--- src/inc/rsp_pkg.sv ---
// Purpose: shared constants and types of the redundancy state panel controller
// Assumes: 200 MHz pclk
// Notes:   counts above 4096 cycles reappear as top-level parameters
package rsp_pkg;
    // ==========================================
    // timing
    localparam int unsigned CLK_HZ        = 200_000_000;
    localparam int unsigned CYC_PER_MS    = CLK_HZ / 1000;
    localparam int unsigned HOLD_MS       = 1000;
    localparam int unsigned BLINK_HALF_MS = 500;
    localparam int unsigned RECENT_MS     = 2000;
    localparam int unsigned HOLD_CYCLES   = HOLD_MS * CYC_PER_MS;
    localparam int unsigned BLINK_CYCLES  = BLINK_HALF_MS * CYC_PER_MS;
    localparam int unsigned RECENT_CYCLES = RECENT_MS * CYC_PER_MS;
    // ==========================================
    // register map
    localparam logic [11:0] ADDR_CTRL   = 12'h000;
    localparam logic [11:0] ADDR_CONFIG = 12'h004;
    localparam logic [11:0] ADDR_STATUS = 12'h008;
    localparam int CTRL_STANDBY_BIT = 0;
    localparam int CTRL_PARK_BIT    = 1;
    localparam int CTRL_REVIVE_BIT  = 2;
    localparam int CFG_SYNC_DIS_BIT = 0;
    localparam int ST_STATE_LSB     = 0;
    localparam int ST_LED_LSB       = 4;
    localparam int ST_RELAY_BIT     = 8;
    localparam int ST_RECENT_BIT    = 9;
    localparam int ST_PEND_BIT      = 10;
    localparam logic CFG_SYNC_DIS_RST = 1'b0;
    localparam logic PEND_RST         = 1'b1;
    // ==========================================
    // types
    typedef enum logic [2:0] {
        ST_NOTCFG, ST_START, ST_ACTIVE, ST_STANDBY, ST_INACTIVE
    } rsp_state_type;
    typedef enum logic [1:0] {
        FB_OFF, FB_PASSIVE, FB_ACTIVE
    } rsp_fb_type;
    typedef struct packed {
        logic revive;
        logic park;
        logic standby;
    } rsp_cmd_type;
    typedef struct packed {
        logic inactive;
        logic standby;
        logic active;
    } rsp_led_type;
    typedef struct packed {
        logic          known;
        rsp_state_type state;
    } rsp_peer_type;
    typedef struct packed {
        logic start_done;
        logic fault_notcfg;
        logic fault_inactive;
        logic project_differs;
        logic sync_ok;
    } rsp_cond_type;
endpackage : rsp_pkg

--- src/rtl/rsp_ctrl.sv ---
// Purpose: one half of a redundant controller pair: state machine, panel, relay
// Assumes: inputs synchronous to pclk; peer status and checks come from outside
// Notes:   peer status and checks are levels; peer and software commands are one-cycle pulses
// How it works
// - inactive keeps fieldbus masters in passive mode only
// - inactive exits only to not-configured with configuration pending
// - starting ends in standby_request_button, active, inactive or not-configured by checks
// - three buttons in, three indicators and one relay out
// - this half drives only the relay that powers off its peer
// - standby press in active requests move to standby_request_button
// - standby press in not-configured raises configuration request
// - standby press in inactive goes to not-configured with request pending
// - park press in standby_request_button moves to inactive
// - revive press releases the peer shutdown relay
// - press accepted after one second held alone
// - software and peer commands act exactly like button presses
// - indicators: none, all, active, standby, inactive per state
// - blinking is half second lit, half second dark
// - first two seconds active: active indicator blinks, exits ignored
// - active and killing peer blinks standby indicator, else off
// - transitions from one state tested in ascending number order
// - conditions inside a transition tested in listed order
// - no transitions unless powered and task running; else not-configured
// - not-configured held while peer active and projects differ, unless disabled
// - pending request on entry to not-configured starts without operator
// - taking active with peer unknown powers peer off via relay
// - starting goes standby_request_button when peer active and sync services work
// - standby_request_button goes active when peer state known and not active
//
// The APB register port and the register offsets were decided locally.
`timescale 1ns/1ps
`default_nettype none
module rsp_ctrl
    import rsp_pkg::*;
#(
    parameter int unsigned HOLD_CYC   = HOLD_CYCLES,
    parameter int unsigned BLINK_CYC  = BLINK_CYCLES,
    parameter int unsigned RECENT_CYC = RECENT_CYCLES
) (
    // clock and reset
    input  wire logic         pclk,
    input  wire logic         presetn,
    input  wire logic         ce,
    // apb slave
    input  wire logic         psel,
    input  wire logic         penable,
    input  wire logic         pwrite,
    input  wire logic [11:0]  paddr,
    input  wire logic [31:0]  pwdata,
    output var  logic [31:0]  prdata,
    output var  logic         pready,
    output var  logic         pslverr,
    // half status and checks
    input  wire logic         powered,
    input  wire logic         task_running,
    input  wire rsp_cond_type cond,
    input  wire rsp_peer_type peer,
    input  wire rsp_cmd_type  peer_cmd,
    // panel
    input  wire rsp_cmd_type  buttons,
    output var  rsp_led_type  leds,
    output var  logic         peer_shutdown_relay,
    // fieldbus and state
    output var  rsp_fb_type   fieldbus_mode,
    output var  rsp_state_type state
);
    // ==========================================
    // helpers
    function automatic logic onehot3(input rsp_cmd_type v);
        onehot3 = (v == 3'h1) || (v == 3'h2) || (v == 3'h4);
    endfunction : onehot3

    function automatic logic at_lim(input logic [31:0] c, input int unsigned lim);
        at_lim = (c == 32'(lim - 1));
    endfunction : at_lim

    rsp_state_type state_q, state_d;
    logic          pend_q, pend_d, recent_q, blink_q, relay_q, kill_set;
    logic          sync_dis_q, run_ok, wr, rd_setup, bad_addr;
    logic [31:0]   hold_cnt_q, blink_cnt_q, recent_cnt_q;
    rsp_cmd_type   held_q, btn_fire, sw_cmd, cmd;
    logic          fired_q, peer_act, peer_stby, block;

    // ==========================================
    // apb slave
    assign wr       = psel && penable && pwrite;
    assign rd_setup = psel && !penable && !pwrite;
    assign bad_addr = (paddr != ADDR_CTRL) && (paddr != ADDR_CONFIG) && (paddr != ADDR_STATUS);
    assign pready   = 1'b1;
    assign pslverr  = psel && penable && bad_addr;

    assign sw_cmd = (wr && paddr == ADDR_CTRL)
                  ? rsp_cmd_type'({pwdata[CTRL_REVIVE_BIT], pwdata[CTRL_PARK_BIT], pwdata[CTRL_STANDBY_BIT]})
                  : rsp_cmd_type'(3'h0);

    always_ff @(posedge pclk or negedge presetn) begin
        if (!presetn) begin
            sync_dis_q <= CFG_SYNC_DIS_RST;
        end else if (ce && wr && paddr == ADDR_CONFIG) begin
            sync_dis_q <= pwdata[CFG_SYNC_DIS_BIT];
        end
    end

    // read data latched in setup so it is stable for the access phase
    always_ff @(posedge pclk or negedge presetn) begin
        if (!presetn) begin
            prdata <= 32'h0000_0000;
        end else if (ce && rd_setup) begin
            prdata <= 32'h0000_0000;
            if (paddr == ADDR_CONFIG) begin
                prdata[CFG_SYNC_DIS_BIT] <= sync_dis_q;
            end else if (paddr == ADDR_STATUS) begin
                prdata[ST_STATE_LSB +: 3] <= state_q;
                prdata[ST_LED_LSB +: 3]   <= leds;
                prdata[ST_RELAY_BIT]      <= relay_q;
                prdata[ST_RECENT_BIT]     <= recent_q;
                prdata[ST_PEND_BIT]       <= pend_q;
            end
        end
    end

    // ==========================================
    // button qualification
    // one second held alone
    always_ff @(posedge pclk or negedge presetn) begin
        if (!presetn) begin
            held_q     <= rsp_cmd_type'(3'h0);
            hold_cnt_q <= 32'h0000_0000;
            fired_q    <= 1'b0;
        end else if (ce) begin
            // restart on release or other press
            if (buttons != held_q || !onehot3(buttons)) begin
                held_q     <= buttons;
                hold_cnt_q <= 32'h0000_0000;
                fired_q    <= 1'b0;
            end else if (!fired_q && at_lim(hold_cnt_q, HOLD_CYC)) begin
                fired_q <= 1'b1;
            end else if (!fired_q) begin
                hold_cnt_q <= hold_cnt_q + 32'h0000_0001;
            end
        end
    end

    assign btn_fire = (onehot3(buttons) && buttons == held_q && !fired_q && at_lim(hold_cnt_q, HOLD_CYC))
                    ? held_q : rsp_cmd_type'(3'h0);
    assign cmd = btn_fire | sw_cmd | peer_cmd;

    // ==========================================
    // timers
    // blink phase
    always_ff @(posedge pclk or negedge presetn) begin
        if (!presetn) begin
            blink_cnt_q <= 32'h0000_0000;
            blink_q     <= 1'b0;
        end else if (ce) begin
            if (at_lim(blink_cnt_q, BLINK_CYC)) begin
                blink_cnt_q <= 32'h0000_0000;
                blink_q     <= !blink_q;
            end else begin
                blink_cnt_q <= blink_cnt_q + 32'h0000_0001;
            end
        end
    end

    always_ff @(posedge pclk or negedge presetn) begin
        if (!presetn) begin
            recent_cnt_q <= 32'h0000_0000;
            recent_q     <= 1'b0;
        end else if (ce) begin
            if (state_d == ST_ACTIVE && state_q != ST_ACTIVE) begin
                recent_cnt_q <= 32'h0000_0000;
                recent_q     <= 1'b1;
            end else if (state_q != ST_ACTIVE || at_lim(recent_cnt_q, RECENT_CYC)) begin
                recent_q <= 1'b0;
            end else begin
                recent_cnt_q <= recent_cnt_q + 32'h0000_0001;
            end
        end
    end

    // ==========================================
    // state machine
    assign run_ok    = powered && task_running;
    assign peer_act  = peer.known && peer.state == ST_ACTIVE;
    assign peer_stby = peer.known && peer.state == ST_STANDBY;
    assign block     = peer_act && cond.project_differs && !sync_dis_q;

    always_comb begin
        state_d  = state_q;
        pend_d   = pend_q;
        kill_set = 1'b0;
        if (!run_ok) begin
            state_d = ST_NOTCFG;
            pend_d  = 1'b1;
        end else begin
            unique case (state_q)
                ST_NOTCFG: begin
                    if (!block && (pend_q || cmd.standby)) begin
                        state_d = ST_START;
                        pend_d  = 1'b0;
                    end
                end
                ST_START: begin
                    if (cond.start_done) begin
                        if (cond.fault_notcfg) begin
                            state_d = ST_NOTCFG;
                            pend_d  = block;
                        end else if (cond.fault_inactive || (peer_act && !cond.sync_ok)) begin
                            state_d = ST_INACTIVE;
                        end else if (!peer_act) begin
                            state_d  = ST_ACTIVE;
                            kill_set = !peer.known;
                        end else begin
                            state_d = ST_STANDBY;
                        end
                    end
                end
                ST_ACTIVE: begin
                    if (!recent_q) begin
                        if (cond.fault_inactive && peer_stby) begin
                            state_d = ST_INACTIVE;
                        end else if (cmd.standby && peer_stby) begin
                            state_d = ST_STANDBY;
                        end
                    end
                end
                ST_STANDBY: begin
                    if (cond.fault_notcfg) begin
                        state_d = ST_NOTCFG;
                        pend_d  = block;
                    end else if (cond.fault_inactive || cmd.park) begin
                        state_d = ST_INACTIVE;
                    end else if (!peer.known) begin
                        state_d  = ST_ACTIVE;
                        kill_set = 1'b1;
                    end else if (!peer_act) begin
                        state_d = ST_ACTIVE;
                    end
                end
                ST_INACTIVE: begin
                    if (cmd.standby) begin
                        state_d = ST_NOTCFG;
                        pend_d  = 1'b1;
                    end
                end
                default: begin
                    state_d = ST_NOTCFG;
                    pend_d  = 1'b1;
                end
            endcase
        end
    end

    always_ff @(posedge pclk or negedge presetn) begin
        if (!presetn) begin
            state_q <= ST_NOTCFG;
            pend_q  <= PEND_RST;
        end else if (ce) begin
            state_q <= state_d;
            pend_q  <= pend_d;
        end
    end

    assign state = state_q;

    // ==========================================
    // relay
    // peer relay; a set beats a revive in the same cycle
    always_ff @(posedge pclk or negedge presetn) begin
        if (!presetn) begin
            relay_q <= 1'b0;
        end else if (ce) begin
            if (kill_set) begin
                relay_q <= 1'b1;
            end else if (cmd.revive) begin
                relay_q <= 1'b0;
            end
        end
    end

    assign peer_shutdown_relay = relay_q;

    // ==========================================
    // indicators and fieldbus
    // state patterns
    always_ff @(posedge pclk or negedge presetn) begin
        if (!presetn) begin
            leds          <= rsp_led_type'(3'h0);
            fieldbus_mode <= FB_OFF;
        end else if (ce) begin
            unique case (state_q)
                ST_NOTCFG: begin
                    leds          <= rsp_led_type'(3'h0);
                    fieldbus_mode <= FB_OFF;
                end
                ST_START: begin
                    leds          <= rsp_led_type'(3'h7);
                    fieldbus_mode <= FB_PASSIVE;
                end
                ST_ACTIVE: begin
                    leds.active   <= recent_q ? blink_q : 1'b1;
                    leds.standby  <= relay_q && blink_q;
                    leds.inactive <= 1'b0;
                    fieldbus_mode <= FB_ACTIVE;
                end
                ST_STANDBY: begin
                    leds          <= rsp_led_type'(3'h2);
                    fieldbus_mode <= FB_PASSIVE;
                end
                ST_INACTIVE: begin
                    leds          <= rsp_led_type'(3'h4);
                    fieldbus_mode <= FB_PASSIVE;
                end
                default: begin
                    leds          <= rsp_led_type'(3'h0);
                    fieldbus_mode <= FB_OFF;
                end
            endcase
        end
    end

    // ==========================================
    // assertions
    AST_NOT_RUNNING: assert property (@(posedge pclk) disable iff (!presetn)
        (ce && !run_ok) |=> (state_q == ST_NOTCFG && pend_q))
        else $error("not running but left not-configured");
    AST_INACTIVE_EXIT: assert property (@(posedge pclk) disable iff (!presetn)
        (state_q == ST_INACTIVE) |=> (state_q inside {ST_INACTIVE, ST_NOTCFG}))
        else $error("illegal exit from inactive");
    AST_INACTIVE_PRESS: assert property (@(posedge pclk) disable iff (!presetn)
        (ce && run_ok && state_q == ST_INACTIVE && cmd.standby) |=> (state_q == ST_NOTCFG && pend_q))
        else $error("standby press in inactive lost");
    AST_PEND_STARTS: assert property (@(posedge pclk) disable iff (!presetn)
        (ce && run_ok && state_q == ST_NOTCFG && pend_q && !block) |=> (state_q == ST_START))
        else $error("pending request did not start");
    AST_BLOCKED: assert property (@(posedge pclk) disable iff (!presetn)
        (ce && state_q == ST_NOTCFG && block) |=> (state_q == ST_NOTCFG))
        else $error("left not-configured with project mismatch");
    AST_RECENT_HOLD: assert property (@(posedge pclk) disable iff (!presetn)
        (ce && run_ok && state_q == ST_ACTIVE && recent_q) |=> (state_q == ST_ACTIVE))
        else $error("left active while recent");
    AST_PARK: assert property (@(posedge pclk) disable iff (!presetn)
        (ce && run_ok && state_q == ST_STANDBY && cmd.park && !cond.fault_notcfg) |=> (state_q == ST_INACTIVE))
        else $error("park press ignored in standby_request_button");
    AST_FIRE_ONCE: assert property (@(posedge pclk) disable iff (!presetn)
        (btn_fire != 3'h0) |=> (btn_fire == 3'h0) [*2])
        else $error("button fired twice");
    AST_START_LEDS: assert property (@(posedge pclk) disable iff (!presetn)
        (ce && state_q == ST_START) |=> (leds == 3'h7))
        else $error("starting indicators wrong");
    AST_PASSIVE: assert property (@(posedge pclk) disable iff (!presetn)
        (ce && state_q == ST_INACTIVE) |=> (fieldbus_mode == FB_PASSIVE))
        else $error("fieldbus not passive in inactive");
    AST_KILL: assert property (@(posedge pclk) disable iff (!presetn)
        (ce && kill_set) |=> (relay_q && state_q == ST_ACTIVE))
        else $error("peer not powered off");
endmodule : rsp_ctrl
`default_nettype wire

--- config.mk ---
export PLATFORM = sky130hd
export DESIGN_NAME = rsp_ctrl
export DESIGN_NICKNAME = d
export VERILOG_FILES = /design/src/inc/rsp_pkg.sv /design/src/rtl/rsp_ctrl.sv
export SDC_FILE = /design/constraint.sdc
export NUM_CORES = 1
export LEC_CHECK = 0
export BUFFER_PORTS_ARGS = -buffer_cell sky130_fd_sc_hd__buf_2
export CORE_ASPECT_RATIO = 0.6
export CORE_MARGIN = 2
export CORE_UTILIZATION = 43
export DETAILED_ROUTE_END_ITERATION = 8
export PLACE_DENSITY = 0.65
export SYNTH_ARGS = -nofsm -noshare
export SYNTH_HDL_FRONTEND = slang
export SYNTH_SLANG_ARGS = --single-unit
--- constraint.sdc ---
create_clock -name pclk -period 6.49 [get_ports pclk]
set_clock_uncertainty 0.2 [all_clocks]
set_input_delay 0.649 -clock pclk [delete_from_list [all_inputs] [get_ports pclk]]
set_output_delay 0.649 -clock pclk [all_outputs]
set_load 0.01 [all_outputs]
---- Word level (Yosys, flattened, before mapping) ----
Index checks and enable logic that the tools add are counted.
storage, ports and cells
  logic and storage cells ................. 161
  bits of input ports ..................... 67
  flip-flop bits (word level) ............. 122
cells by class
  eq/ne operators ......................... 27
  add/subtract/negate cells ............... 3
  reduce and logical (&&, ||, !) cells .... 57
  muxes and demuxes ....................... 54
  bitwise logic cells ..................... 2
operator list
  kind                   number
  $mux 32                6
  $add 32x1->32 const B  3
  $mux 3                 20
  $eq 32x27->1 const B   1
  $eq 32x28->1 const B   1
  $eq 32x29->1 const B   1
  $logic_and 1x1->1      26
  $mux 1                 22
  $eq 3x2->1 const B     6
  $pmux 3 s5             1
  $eq 12x3->1 const B    1
  $eq 12x4->1 const B    1
  $logic_not 12->1       1
  $ne 12x3->1 const B    1
  $ne 12x4->1 const B    1
  $pmux 3 s4             1
  $reduce_and 2->1       6
  $reduce_bool 12->1     1
  $logic_not 1->1        9
  $ne 3x3->1 const B     3
  $logic_or 1x1->1       7
  $eq 3x1->1 const B     2
  $eq 3x3->1 const B     2
  $ne 2x2->1 const B     3
  14 further kinds       17

---- Logic depth before layout (Yosys ltp) ----
Gate-level depths: netlist of the first run.
  depth in word-level cells ............... 19
  depth in mapped cells ................... 10
  mapped depth without buffers ............ 8

---- Least setup slack after synthesis of the first run ----
OpenSTA, ideal clock, no wires.
  path kind ............................... input-to-reg
  start point ............................. input paddr[1]
  end point ............................... register recent_cnt_q[12]
  stages .................................. 9
  required time ........................... 6.153 ns
  path slack .............................. 3.484 ns
  arrival time ............................ 2.668 ns
  path buffers ............................ 2
  setup time .............................. 0.137 ns
  cell sequence ........................... or4_4 -> nor4_4 -> a2111oi_2 -> a211o_1 -> a2111o_1 -> buf_6 -> buf_8 -> o211ai_1 -> o31ai_1
on the way
  longest elaborated chain between the ends .. 15
RTL lines
  what                         RTL line         text
  from (decl)                  rsp_ctrl.sv:48   input wire logic [11:0] paddr,
  $logic_not 12->1 (*)         rsp_ctrl.sv:92   assign sw_cmd = (wr && paddr == ADDR_CTRL)
  $logic_and 1x1->1 (*)        rsp_ctrl.sv:92
  $mux 3 (*)                   rsp_ctrl.sv:93   ? rsp_cmd_type'({pwdata[CTRL_REVIVE_BIT], pwdata[CTRL_PARK_BIT], pwdata[CTRL_STANDBY_BIT]})
  $or 3x3->3 (*) (2 in a row)  rsp_ctrl.sv:146  assign cmd = btn_fire | sw_cmd | peer_cmd;
  $logic_and 1x1->1            rsp_ctrl.sv:222  end else if (cmd.standby && peer_stby) begin
  $mux 3                       rsp_ctrl.sv:222
  $mux 3                       rsp_ctrl.sv:220  if (cond.fault_inactive && peer_stby) begin
  $mux 3                       rsp_ctrl.sv:219  if (!recent_q) begin
  $pmux 3 s5 (*)               rsp_ctrl.sv:196  unique case (state_q)
  $mux 3 (*)                   rsp_ctrl.sv:192  if (!run_ok) begin
  $eq 3x2->1 (*)               rsp_ctrl.sv:170  if (state_d == ST_ACTIVE && state_q != ST_ACTIVE) begin
  $logic_and 1x1->1 (*)        rsp_ctrl.sv:170
  $ne 2x2->1 (no line)         --
  $reduce_and 2->1 (no line)   --
  to (signal assigned)         rsp_ctrl.sv:176  recent_cnt_q <= recent_cnt_q + 32'h0000_0001;
  to (decl)                    rsp_ctrl.sv:80   logic [31:0] hold_cnt_q, blink_cnt_q, recent_cnt_q;
Every way passes the cells marked *; elsewhere a longest branch is shown, timed or not.
A chain may end at the register's enable or synchronous reset.

---- Worst setup path after layout of the first run ----
  start point ............................. input paddr[1]
  end point ............................... register recent_cnt_q[27]
The elaborated chain is that of the path after synthesis.

==> results.sh, run 1 <==
export IMPL_die_h_um=101
export IMPL_h_tree_depth=4
export IMPL_cpLargestDelayFamily="simple AND/OR/NAND/NOR gates"
export IMPL_path_clk_slew_ns=0.06
export IMPL_synth_top_cell_area_share=0.452
export IMPL_grt_pass1_vias=5293
export IMPL_grt_pass1_wl_mm=27.4
export IMPL_postRouteAntennaNets=0
export IMPL_min_period_ns=3.51
export IMPL_worst_slew_pin_slew_ns=1.04
export IMPL_postRouteWirelength_mm=16.6
export IMPL_viasPerCell=5.69
export IMPL_post_drt_wl_per_cell_um=16.7
export IMPL_io_pins=110
export IMPL_grt_max_degree=63
export IMPL_yosys_warnings=0
export IMPL_startpoint_type="input pin"
export IMPL_grtUsageTotal=0.212
export IMPL_async_flop_share=1.00
export IMPL_core_area_um2=15300
export IMPL_cp_max_fo=28
export IMPL_hold_buffers=0
export IMPL_start_util=0.438
export IMPL_routabilityCongestion=0.883
export IMPL_clk_latency_ns=0.41
export IMPL_io_buffers=56
export IMPL_antenna_found_initial=1
export IMPL_peakVddDrop_v=0.000147
export IMPL_max_stage_delay_ns=0.70
export IMPL_yosys_top_cells_area="dfrtp_1 (45%), nand3_1 (4.7%), xor2_1 (4.1%)"
export IMPL_p_leak_uw=0.00329
export IMPL_cts_tree="yes"
export IMPL_cp_data_required_time_ns=6.56
export IMPL_fin_crit_sh=0.540
export IMPL_numCtsBuffers=17
export IMPL_n_fill_cell=1389
export IMPL_max_slew_margin_rel=0.304
export IMPL_area_growth_pct=14.9
export IMPL_max_clock_freq_ghz=0.285
export IMPL_powerDensity_nw_per_um2=254
export IMPL_drv_slew=0
export IMPL_num_rows=35
export IMPL_dr_pass1_iters=5
export IMPL_clock_sinks=122
export IMPL_maxCapViolations=0
export IMPL_holdWs_ns=0.124
export IMPL_rsz0062_at_grt="no"
export IMPL_ys_flop_type="dfrtp_1"
export IMPL_yosysTopAreaCell="dfrtp_1"
export IMPL_worstSetupEndpointType="flop"
export IMPL_root_buffer="clkbuf_16"
export IMPL_drive_gt1_frac=0.154
export IMPL_final_setup_viol_count=0
export IMPL_netlist_cell_type_count=71
export IMPL_post_cts_resized=0
export IMPL_status="finished, final reports clean"
export IMPL_setup_tns_ns=0
export IMPL_worstSetupPathType="in -> reg"
export IMPL_worst_path_max_delay_cell="a2111o_1"
export IMPL_holdCritPathClass="in -> async"
export IMPL_drc=0
export IMPL_die_area_um2=16600
export IMPL_cp_arrival_ns=3.58
export IMPL_vias=5641
export IMPL_gr_total_overflow=0
export IMPL_drt_iter0_drc=421
export IMPL_finalPower_uw=1950
export IMPL_yosysMostFrequentCell="dfrtp_1"
export IMPL_synth_commonest_cells="dfrtp_1 (121), nor2_1 (68), nand3_1 (63), nand2_1 (60), xor2_1 (31)"
export IMPL_hold_violations=0
export IMPL_dp_hpwl_mm=12.0
export IMPL_synth_seq_cells=122
export IMPL_syn_avg_cell_area_um2=9.33
export IMPL_fin_nets=844
export IMPL_post_cts_buffers=0
export IMPL_ctsLongestPathBuffers=2
export IMPL_yosysSeqAreaShare=0.456
export IMPL_synthCells=718
export IMPL_synth_edff_count=0
export IMPL_path_cells="buf_2, or4_4, nor4_4, a2111oi_2, a211o_1, a2111o_1, nand3_1, o21ai_0"
export IMPL_dieWidth_um=165
export IMPL_path_buf_inv=1
export IMPL_synthesis_area_um2=6700
kinds of logic after synthesis:
group                    Yosys count  share of synthesized area
multiplexers                       8                     0.0129
AO/OA/AOI/OAI                    117                      0.120
AND/OR/NAND/NOR                  344                      0.276
buffers and inverters             66                     0.0551
other                              2                    0.00112
XOR/XNOR                          56                     0.0732
flip-flops                       122                      0.456
adder cells (fa/ha/maj)            3                    0.00560
worst register-to-register path: stages, from the launching register on:
cell,delay (ns)
dfrtp_1,0.43
or3_1,0.40
nor4_1,0.33
nand4_1,0.40
a211o_1,0.39
a2111o_1,0.70
nand3_1,0.26
o21ai_0,0.13
through the flow:
step                setup WS [ns]  std cells  utilization  area [um^2]
detailed placement           2.55        958        0.462         7060
finish                       2.98        991        0.504         7700
global route                 2.79        990        0.504         7700
CTS                          2.98        990        0.504         7700
floorplan                    3.48        740            -         6780
global placement             2.68        958        0.462         7060
per-layer routing:
metal,wire length (um),part of all wire,up-vias,global-route usage
li1,-,-,2694,-
met1,8390,0.51,2775,0.318
met2,6840,0.41,168,0.297
met3,1300,0.078,4,0.0638
met4,63,0.0038,0,0.0535
met5,0,0,-,0
layout by cell type, fill, tap and decap left out, types with 4 or more instances in the layout:
master and instances:
a21o_1 5, a21oi_1 13, a22o_1 11, a31oi_1 9, and3_1 15, and4_1 8, buf_2 55, buf_4 4
bufinv_16 4, clkbuf_16 17, conb_1 24, dfrtp_1 121, inv_1 21, mux2_2 5, nand2_1 60, nand3_1 63
nand4_1 29, nor2_1 67, nor2b_1 4, nor3_1 28, nor4_1 13, nor4bb_1 5, o211ai_1 5, o21ai_0 26
o21ai_1 13, o31ai_1 9, or2_2 7, or3_1 12, or4_1 6, xnor2_1 25, xor2_1 31
flip-flops by register name (all words and copies together), names as in the netlist, 2 cells and up:
signal,count
blink_cnt_q,32
fieldbus_mode,2
held_q,3
hold_cnt_q,32
leds,3
prdata,9
recent_cnt_q,32
state,3
final timing paths:
kind / startpoint / end / slack, ns / depth (start not counted)
max in group asynchronous: presetn / blink_cnt_q[22]$_DFFE_PN0P_ / 4.68 / 2
setup / recovery: paddr[1] / recent_cnt_q[27]$_DFFE_PN0P_ / 2.98 / 8
min in group pclk: blink_cnt_q[31]$_DFFE_PN0P_ / blink_cnt_q[31]$_DFFE_PN0P_ / 0.28 / 1
hold / removal: presetn / recent_cnt_q[30]$_DFFE_PN0P_ / 0.12 / 1
hold reg to reg: blink_cnt_q[31]$_DFFE_PN0P_ / blink_cnt_q[31]$_DFFE_PN0P_ / 0.28 / 1
setup reg to reg: held_q[2]$_DFFE_PN0P_ / recent_cnt_q[27]$_DFFE_PN0P_ / 3.11 / 7
power by group:
group / total (uW) / internal (uW) / switching, uW
clock: 1020 / 672 / 347
combinational: 120 / 44.7 / 74.9
sequential: 814 / 785 / 28.8
total: 1950 / 1500 / 451
final cells by class:
cell class	instances	area [um^2]	area share
well taps	203	254	0.0330
diodes	1	2.50	0.000325
multi-input cells	552	3360	0.437
inverters	22	82.6	0.0107
flip-flops and latches	122	3050	0.397
clock inverters	11	166	0.0216
clock buffers	21	470	0.0611
repair buffers	59	305	0.0397
(Power assumes the default switching activity.)
==> inputs of run 2 (changes only) <==
- clock period: 6.49 -> 3.3 ns (I/O delays scaled with it)
==> results.sh, run 2 (synthesis gave the netlist of run 1 again) <==
export IMPL_area_growth_pct=16.9
export IMPL_power_internal_uw=2940
export IMPL_clock_sinks=122
export IMPL_h_tree_depth=4
export IMPL_n_fill_cell=1412
export IMPL_post_drt_wl_per_cell_um=16.9
export IMPL_dieWidth_um=165
export IMPL_start_util=0.438
export IMPL_worstSetupPathType="in -> reg"
export IMPL_drc=0
export IMPL_status="finished, final reports clean"
export IMPL_p_comb_frac=0.066
export IMPL_holdCritPathClass="in -> reg"
export IMPL_p_switching_uw=902
export IMPL_path_cells="dlygate4sd3_1, buf_2, or4bb_1, nor4_1, nand4_1, buf_4, a211o_1, a2111o_1, buf_4, o211ai_1, o31ai_1"
export IMPL_seq_power_share=0.415
export IMPL_cp_arrival_ns=3.17
export IMPL_max_clock_freq_ghz=0.324
export IMPL_gr_total_overflow=0
export IMPL_fin_nets=862
export IMPL_seq_area_um2=3050
export IMPL_io_pins=110
export IMPL_antenna_cells=0
export IMPL_drv_slew=0
export IMPL_worst_slew_pin_slew_ns=0.882
export IMPL_maxCapViolations=0
export IMPL_worst_path_max_delay_cell="or4bb_1"
export IMPL_ctsLongestPathBuffers=2
export IMPL_grtUsageTotal=0.215
export IMPL_max_stage_delay_ns=0.54
export IMPL_postRouteAntennaNets=0
export IMPL_drt_iter0_drc=479
export IMPL_powerDensity_nw_per_um2=491
export IMPL_setup_tns_ns=0
export IMPL_dp_hpwl_mm=12.2
export IMPL_grt_max_degree=59
export IMPL_io_buffers=56
export IMPL_viasPerCell=5.78
export IMPL_numCtsBuffers=17
export IMPL_die_area_um2=16600
export IMPL_worstSetupEndpointType="flop"
export IMPL_max_slew_margin_rel=0.412
export IMPL_grt_pass1_wl_mm=27.9
export IMPL_core_area_um2=15300
export IMPL_clkPwrFrac=0.519
export IMPL_grt_pass1_vias=5375
export IMPL_post_cts_resized=0
export IMPL_min_period_ns=3.09
export IMPL_root_buffer="clkbuf_16"
export IMPL_cp_data_required_time_ns=3.38
export IMPL_final_setup_viol_count=0
export IMPL_top_regs="blink_cnt_q: 32 flops, hold_cnt_q: 32 flops, recent_cnt_q: 32 flops"
export IMPL_vias=5830
export IMPL_drive_gt1_frac=0.168
export IMPL_crit_top_cell="buf_4"
export IMPL_die_h_um=101
export IMPL_startpoint_type="input pin"
export IMPL_multiInputGateArea_um2=3360
export IMPL_num_rows=35
export IMPL_antenna_found_initial=0
export IMPL_rsz0062_at_grt="no"
export IMPL_cp_max_fo=28
export IMPL_peakVddDrop_v=0.000299
export IMPL_netSwitchingFraction=0.235
export IMPL_cts_tree="yes"
export IMPL_path_clk_slew_ns=0.06
export IMPL_final_common_cell="dfrtp_1"
export IMPL_clk_latency_ns=0.41
export IMPL_holdWs_ns=0.0215
export IMPL_dr_pass1_iters=5
export IMPL_p_leak_uw=0.00337
export IMPL_hold_violations=0
export IMPL_layout_common_cells="dfrtp_1 (121), nor2_1 (67), nand3_1 (63), nand2_1 (60), buf_2 (55)"
export IMPL_routabilityCongestion=0.932
export IMPL_fin_crit_sh=0.936
export IMPL_postRouteWirelength_mm=17.1
==> run 2: what timing repair did <==
item	4_1_cts	5_1_grt
endpoints found under the hold margin	57	0
hold buffers	3	0
setup buffers	0	2
setup endpoints to repair	0	27
==> run 2: worst paths after layout <==
kind / slack (ns) / start / cells after the start / endpoint
setup / recovery: 0.21 / buttons[1] / 11 / recent_cnt_q[12]$_DFFE_PN0P_
hold / removal: 0.02 / buttons[2] / 2 / held_q[2]$_DFFE_PN0P_
setup reg to reg: 0.36 / state[2]$_DFFE_PN0P_ / 8 / recent_cnt_q[12]$_DFFE_PN0P_
hold reg to reg: 0.29 / blink_cnt_q[31]$_DFFE_PN0P_ / 1 / blink_cnt_q[31]$_DFFE_PN0P_
max in group asynchronous: 1.59 / presetn / 3 / recent_cnt_q[24]$_DFFE_PN0P_
min in group asynchronous: 0.33 / presetn / 2 / recent_cnt_q[0]$_DFFE_PN0P_
==> run 2: worst max-delay path: cells and delay by family <==
kind | cells | cell delay, ns
buffers and inverters | 4 | 1.10
and+or+nand+nor | 3 | 0.98
AOI/OAI and AO/OA | 4 | 0.75
==> run 2: through the flow <==
| step | instances | power, uW | setup slack (ns) | area, um^2 | util |
|---|---|---|---|---|---|
| 2_1_floorplan | 740 | 1770 | 0.578 | 6780 | - |
| 3_3_place_gp | 971 | 1860 | 0.298 | 7160 | 0.468 |
| 3_5_place_dp | 971 | 1870 | 0.274 | 7160 | 0.468 |
| 4_1_cts | 1006 | 3870 | 0.0708 | 7820 | 0.511 |
| 5_1_grt | 1008 | 3990 | 0.0461 | 7830 | 0.512 |
| 6_report | 1008 | 3840 | 0.211 | 7830 | 0.512 |
==> run 2: power by group through the flow <==
stage / clock network [uW] / logic (uW) / registers [uW]
global placement: 0 / 241 / 1620
global route: 2100 / 284 / 1600
finish: 1990 / 253 / 1600
floorplan: 0 / 158 / 1610
detailed placement: 0 / 249 / 1620
CTS: 2020 / 254 / 1600
==> run 2: area by class of cell <==
cell class	instances	area share
multi-input cells	552	0.429
clock inverters	11	0.0216
flip-flops and latches	122	0.390
clock buffers	21	0.0588
inverters	22	0.0105
well taps	203	0.0324
repair buffers	77	0.0572
==> run 2: per-layer routing <==
metal / part of all wire / wire length, um / global-route usage
met3: 0.078 / 1330 / 0.0469
met4: 0.014 / 244 / 0.0696
met2: 0.41 / 7060 / 0.299
met1: 0.49 / 8450 / 0.329
met5: 0 / 0 / 0
==> inputs of run 3 (changes only) <==
- CORE_UTILIZATION: 43 -> 52
- PLACE_DENSITY: 0.65 -> 0.75
==> results.sh, run 3 (synthesis gave the netlist of run 1 again) <==
export IMPL_status="finished, final reports clean"
export IMPL_h_tree_depth=4
export IMPL_grt_pass1_wl_mm=28.1
export IMPL_cp_data_required_time_ns=3.38
export IMPL_worst_path_max_delay_cell="nor4bb_1"
export IMPL_peakVddDrop_v=0.000386
export IMPL_cts_tree="yes"
export IMPL_path_cells="nor4bb_1, and4_1, nand4_1, a211o_1, a2111o_1, buf_4, o211ai_1, o31ai_1"
export IMPL_die_area_um2=13800
export IMPL_clk_latency_ns=0.42
export IMPL_post_drt_wl_per_cell_um=17.6
export IMPL_maxCapViolations=0
export IMPL_drc=0
export IMPL_viasPerCell=6.04
export IMPL_area_growth_pct=14.7
export IMPL_start_util=0.528
export IMPL_final_core_util=0.606
export IMPL_die_h_um=91.9
export IMPL_core_area_um2=12700
export IMPL_worstSetupPathType="reg -> reg"
export IMPL_io_buffers=56
export IMPL_rsz0062_at_grt="no"
export IMPL_fin_crit_sh=0.915
export IMPL_antenna_cells=0
export IMPL_final_setup_viol_count=0
export IMPL_max_slew_margin_rel=0.392
export IMPL_dieWidth_um=151
export IMPL_routabilityCongestion=0.919
export IMPL_fin_nets=856
export IMPL_gr_total_overflow=0
export IMPL_startpoint_type="flop"
export IMPL_worst_slew_pin_slew_ns=0.907
export IMPL_dp_cells=935
export IMPL_holdCritPathClass="in -> reg"
export IMPL_drv_slew=0
export IMPL_finalNonFillerCells=969
export IMPL_dr_pass1_iters=5
export IMPL_worstSetupEndpointType="flop"
export IMPL_reg2reg_slack_ns=0.28
export IMPL_final_cell_area_um2=7690
export IMPL_max_stage_delay_ns=0.52
export IMPL_antenna_found_initial=0
export IMPL_final_common_cell="dfrtp_1"
export IMPL_placed_area_um2=7110
export IMPL_grt_pass1_vias=5697
export IMPL_postRouteAntennaNets=0
export IMPL_grtUsageTotal=0.258
export IMPL_cp_arrival_ns=3.10
export IMPL_top_regs="blink_cnt_q: 32 flops, hold_cnt_q: 32 flops, recent_cnt_q: 32 flops"
export IMPL_numCtsBuffers=17
export IMPL_hold_violations=0
export IMPL_cp_max_fo=28
export IMPL_clock_sinks=122
export IMPL_vias=5857
export IMPL_p_leak_uw=0.00333
export IMPL_max_clock_freq_ghz=0.331
export IMPL_layout_common_cells="dfrtp_1 (121), nor2_1 (67), nand3_1 (63), nand2_1 (60), buf_2 (55)"
export IMPL_min_period_ns=3.02
export IMPL_cpLargestDelayFamily="simple AND/OR/NAND/NOR gates"
export IMPL_powerDensity_nw_per_um2=475
export IMPL_path_buf_inv=1
export IMPL_drive_gt1_frac=0.161
export IMPL_setup_tns_ns=0
export IMPL_drt_iter0_drc=587
export IMPL_io_pins=110
export IMPL_num_rows=32
export IMPL_grt_max_degree=68
export IMPL_ctsLongestPathBuffers=2
export IMPL_dp_hpwl_mm=11.9
export IMPL_path_clk_slew_ns=0.05
export IMPL_postRouteWirelength_mm=17.0
export IMPL_root_buffer="clkbuf_16"
[run 3: changes by cell type in the layout (fill, tap and decap cells not counted), sizes merged]
cell | previous run | this run
buf | 74 | 69
clkinvlp | 4 | 0
bufinv | 4 | 2
clkbuf | 21 | 22
clkinv | 4 | 9
dlygate4sd3 | 3 | 2
[run 3: final cells by class]
cell class | instances | area, um^2
fillers | 1081 | 5000
multi-input cells | 552 | 3360
flip-flops and latches | 122 | 3050
clock buffers | 22 | 464
repair buffers | 71 | 413
well taps | 170 | 213
clock inverters | 10 | 100
inverters | 22 | 82.6
[run 3: path summary, 6_finish.rpt]
kind | from | to | cells after the start
worst max-delay path | hold_cnt_q[14]$_DFFE_PN0P_ | recent_cnt_q[12]$_DFFE_PN0P_ | 8
worst min-delay path | buttons[1] | held_q[1]$_DFFE_PN0P_ | 2
worst max register to register | hold_cnt_q[14]$_DFFE_PN0P_ | recent_cnt_q[12]$_DFFE_PN0P_ | 8
worst min register to register | blink_cnt_q[31]$_DFFE_PN0P_ | blink_cnt_q[31]$_DFFE_PN0P_ | 1
max in group asynchronous | presetn | pend_q$_DFFE_PN1P_ | 3
min in group asynchronous | presetn | recent_cnt_q[7]$_DFFE_PN0P_ | 2
[run 3: metrics by stage]
stage	setup WS [ns]	total power (uW)	hold WS, ns
finish	0.279	3650	0.0164
global route	0.157	3780	0.0170
CTS	0.369	3660	0.00649
detailed placement	0.331	1870	0.266
global placement	0.363	1860	0.264
floorplan	0.578	1770	-0.166
[run 3: what timing repair did]
item / CTS / global route
resized for setup: 0 / 0
endpoints found under the hold margin: 67 / 0
hold buffers: 2 / 0
setup buffers: 0 / 0
[run 3: routing by layer]
layer,vias to the layer above,wire length (um),track usage
met5,-,0,0
met1,2866,7800,0.374
li1,2716,-,-
met2,260,7660,0.391
met3,15,1400,0.0612
met4,0,154,0.0668
[run 3: where the power goes]
part	switching, uW	leakage (uW)	internal [uW]
registers	56.5	0.00166	1540
clock network	659	0.000287	1140
logic	160	0.00138	94.6
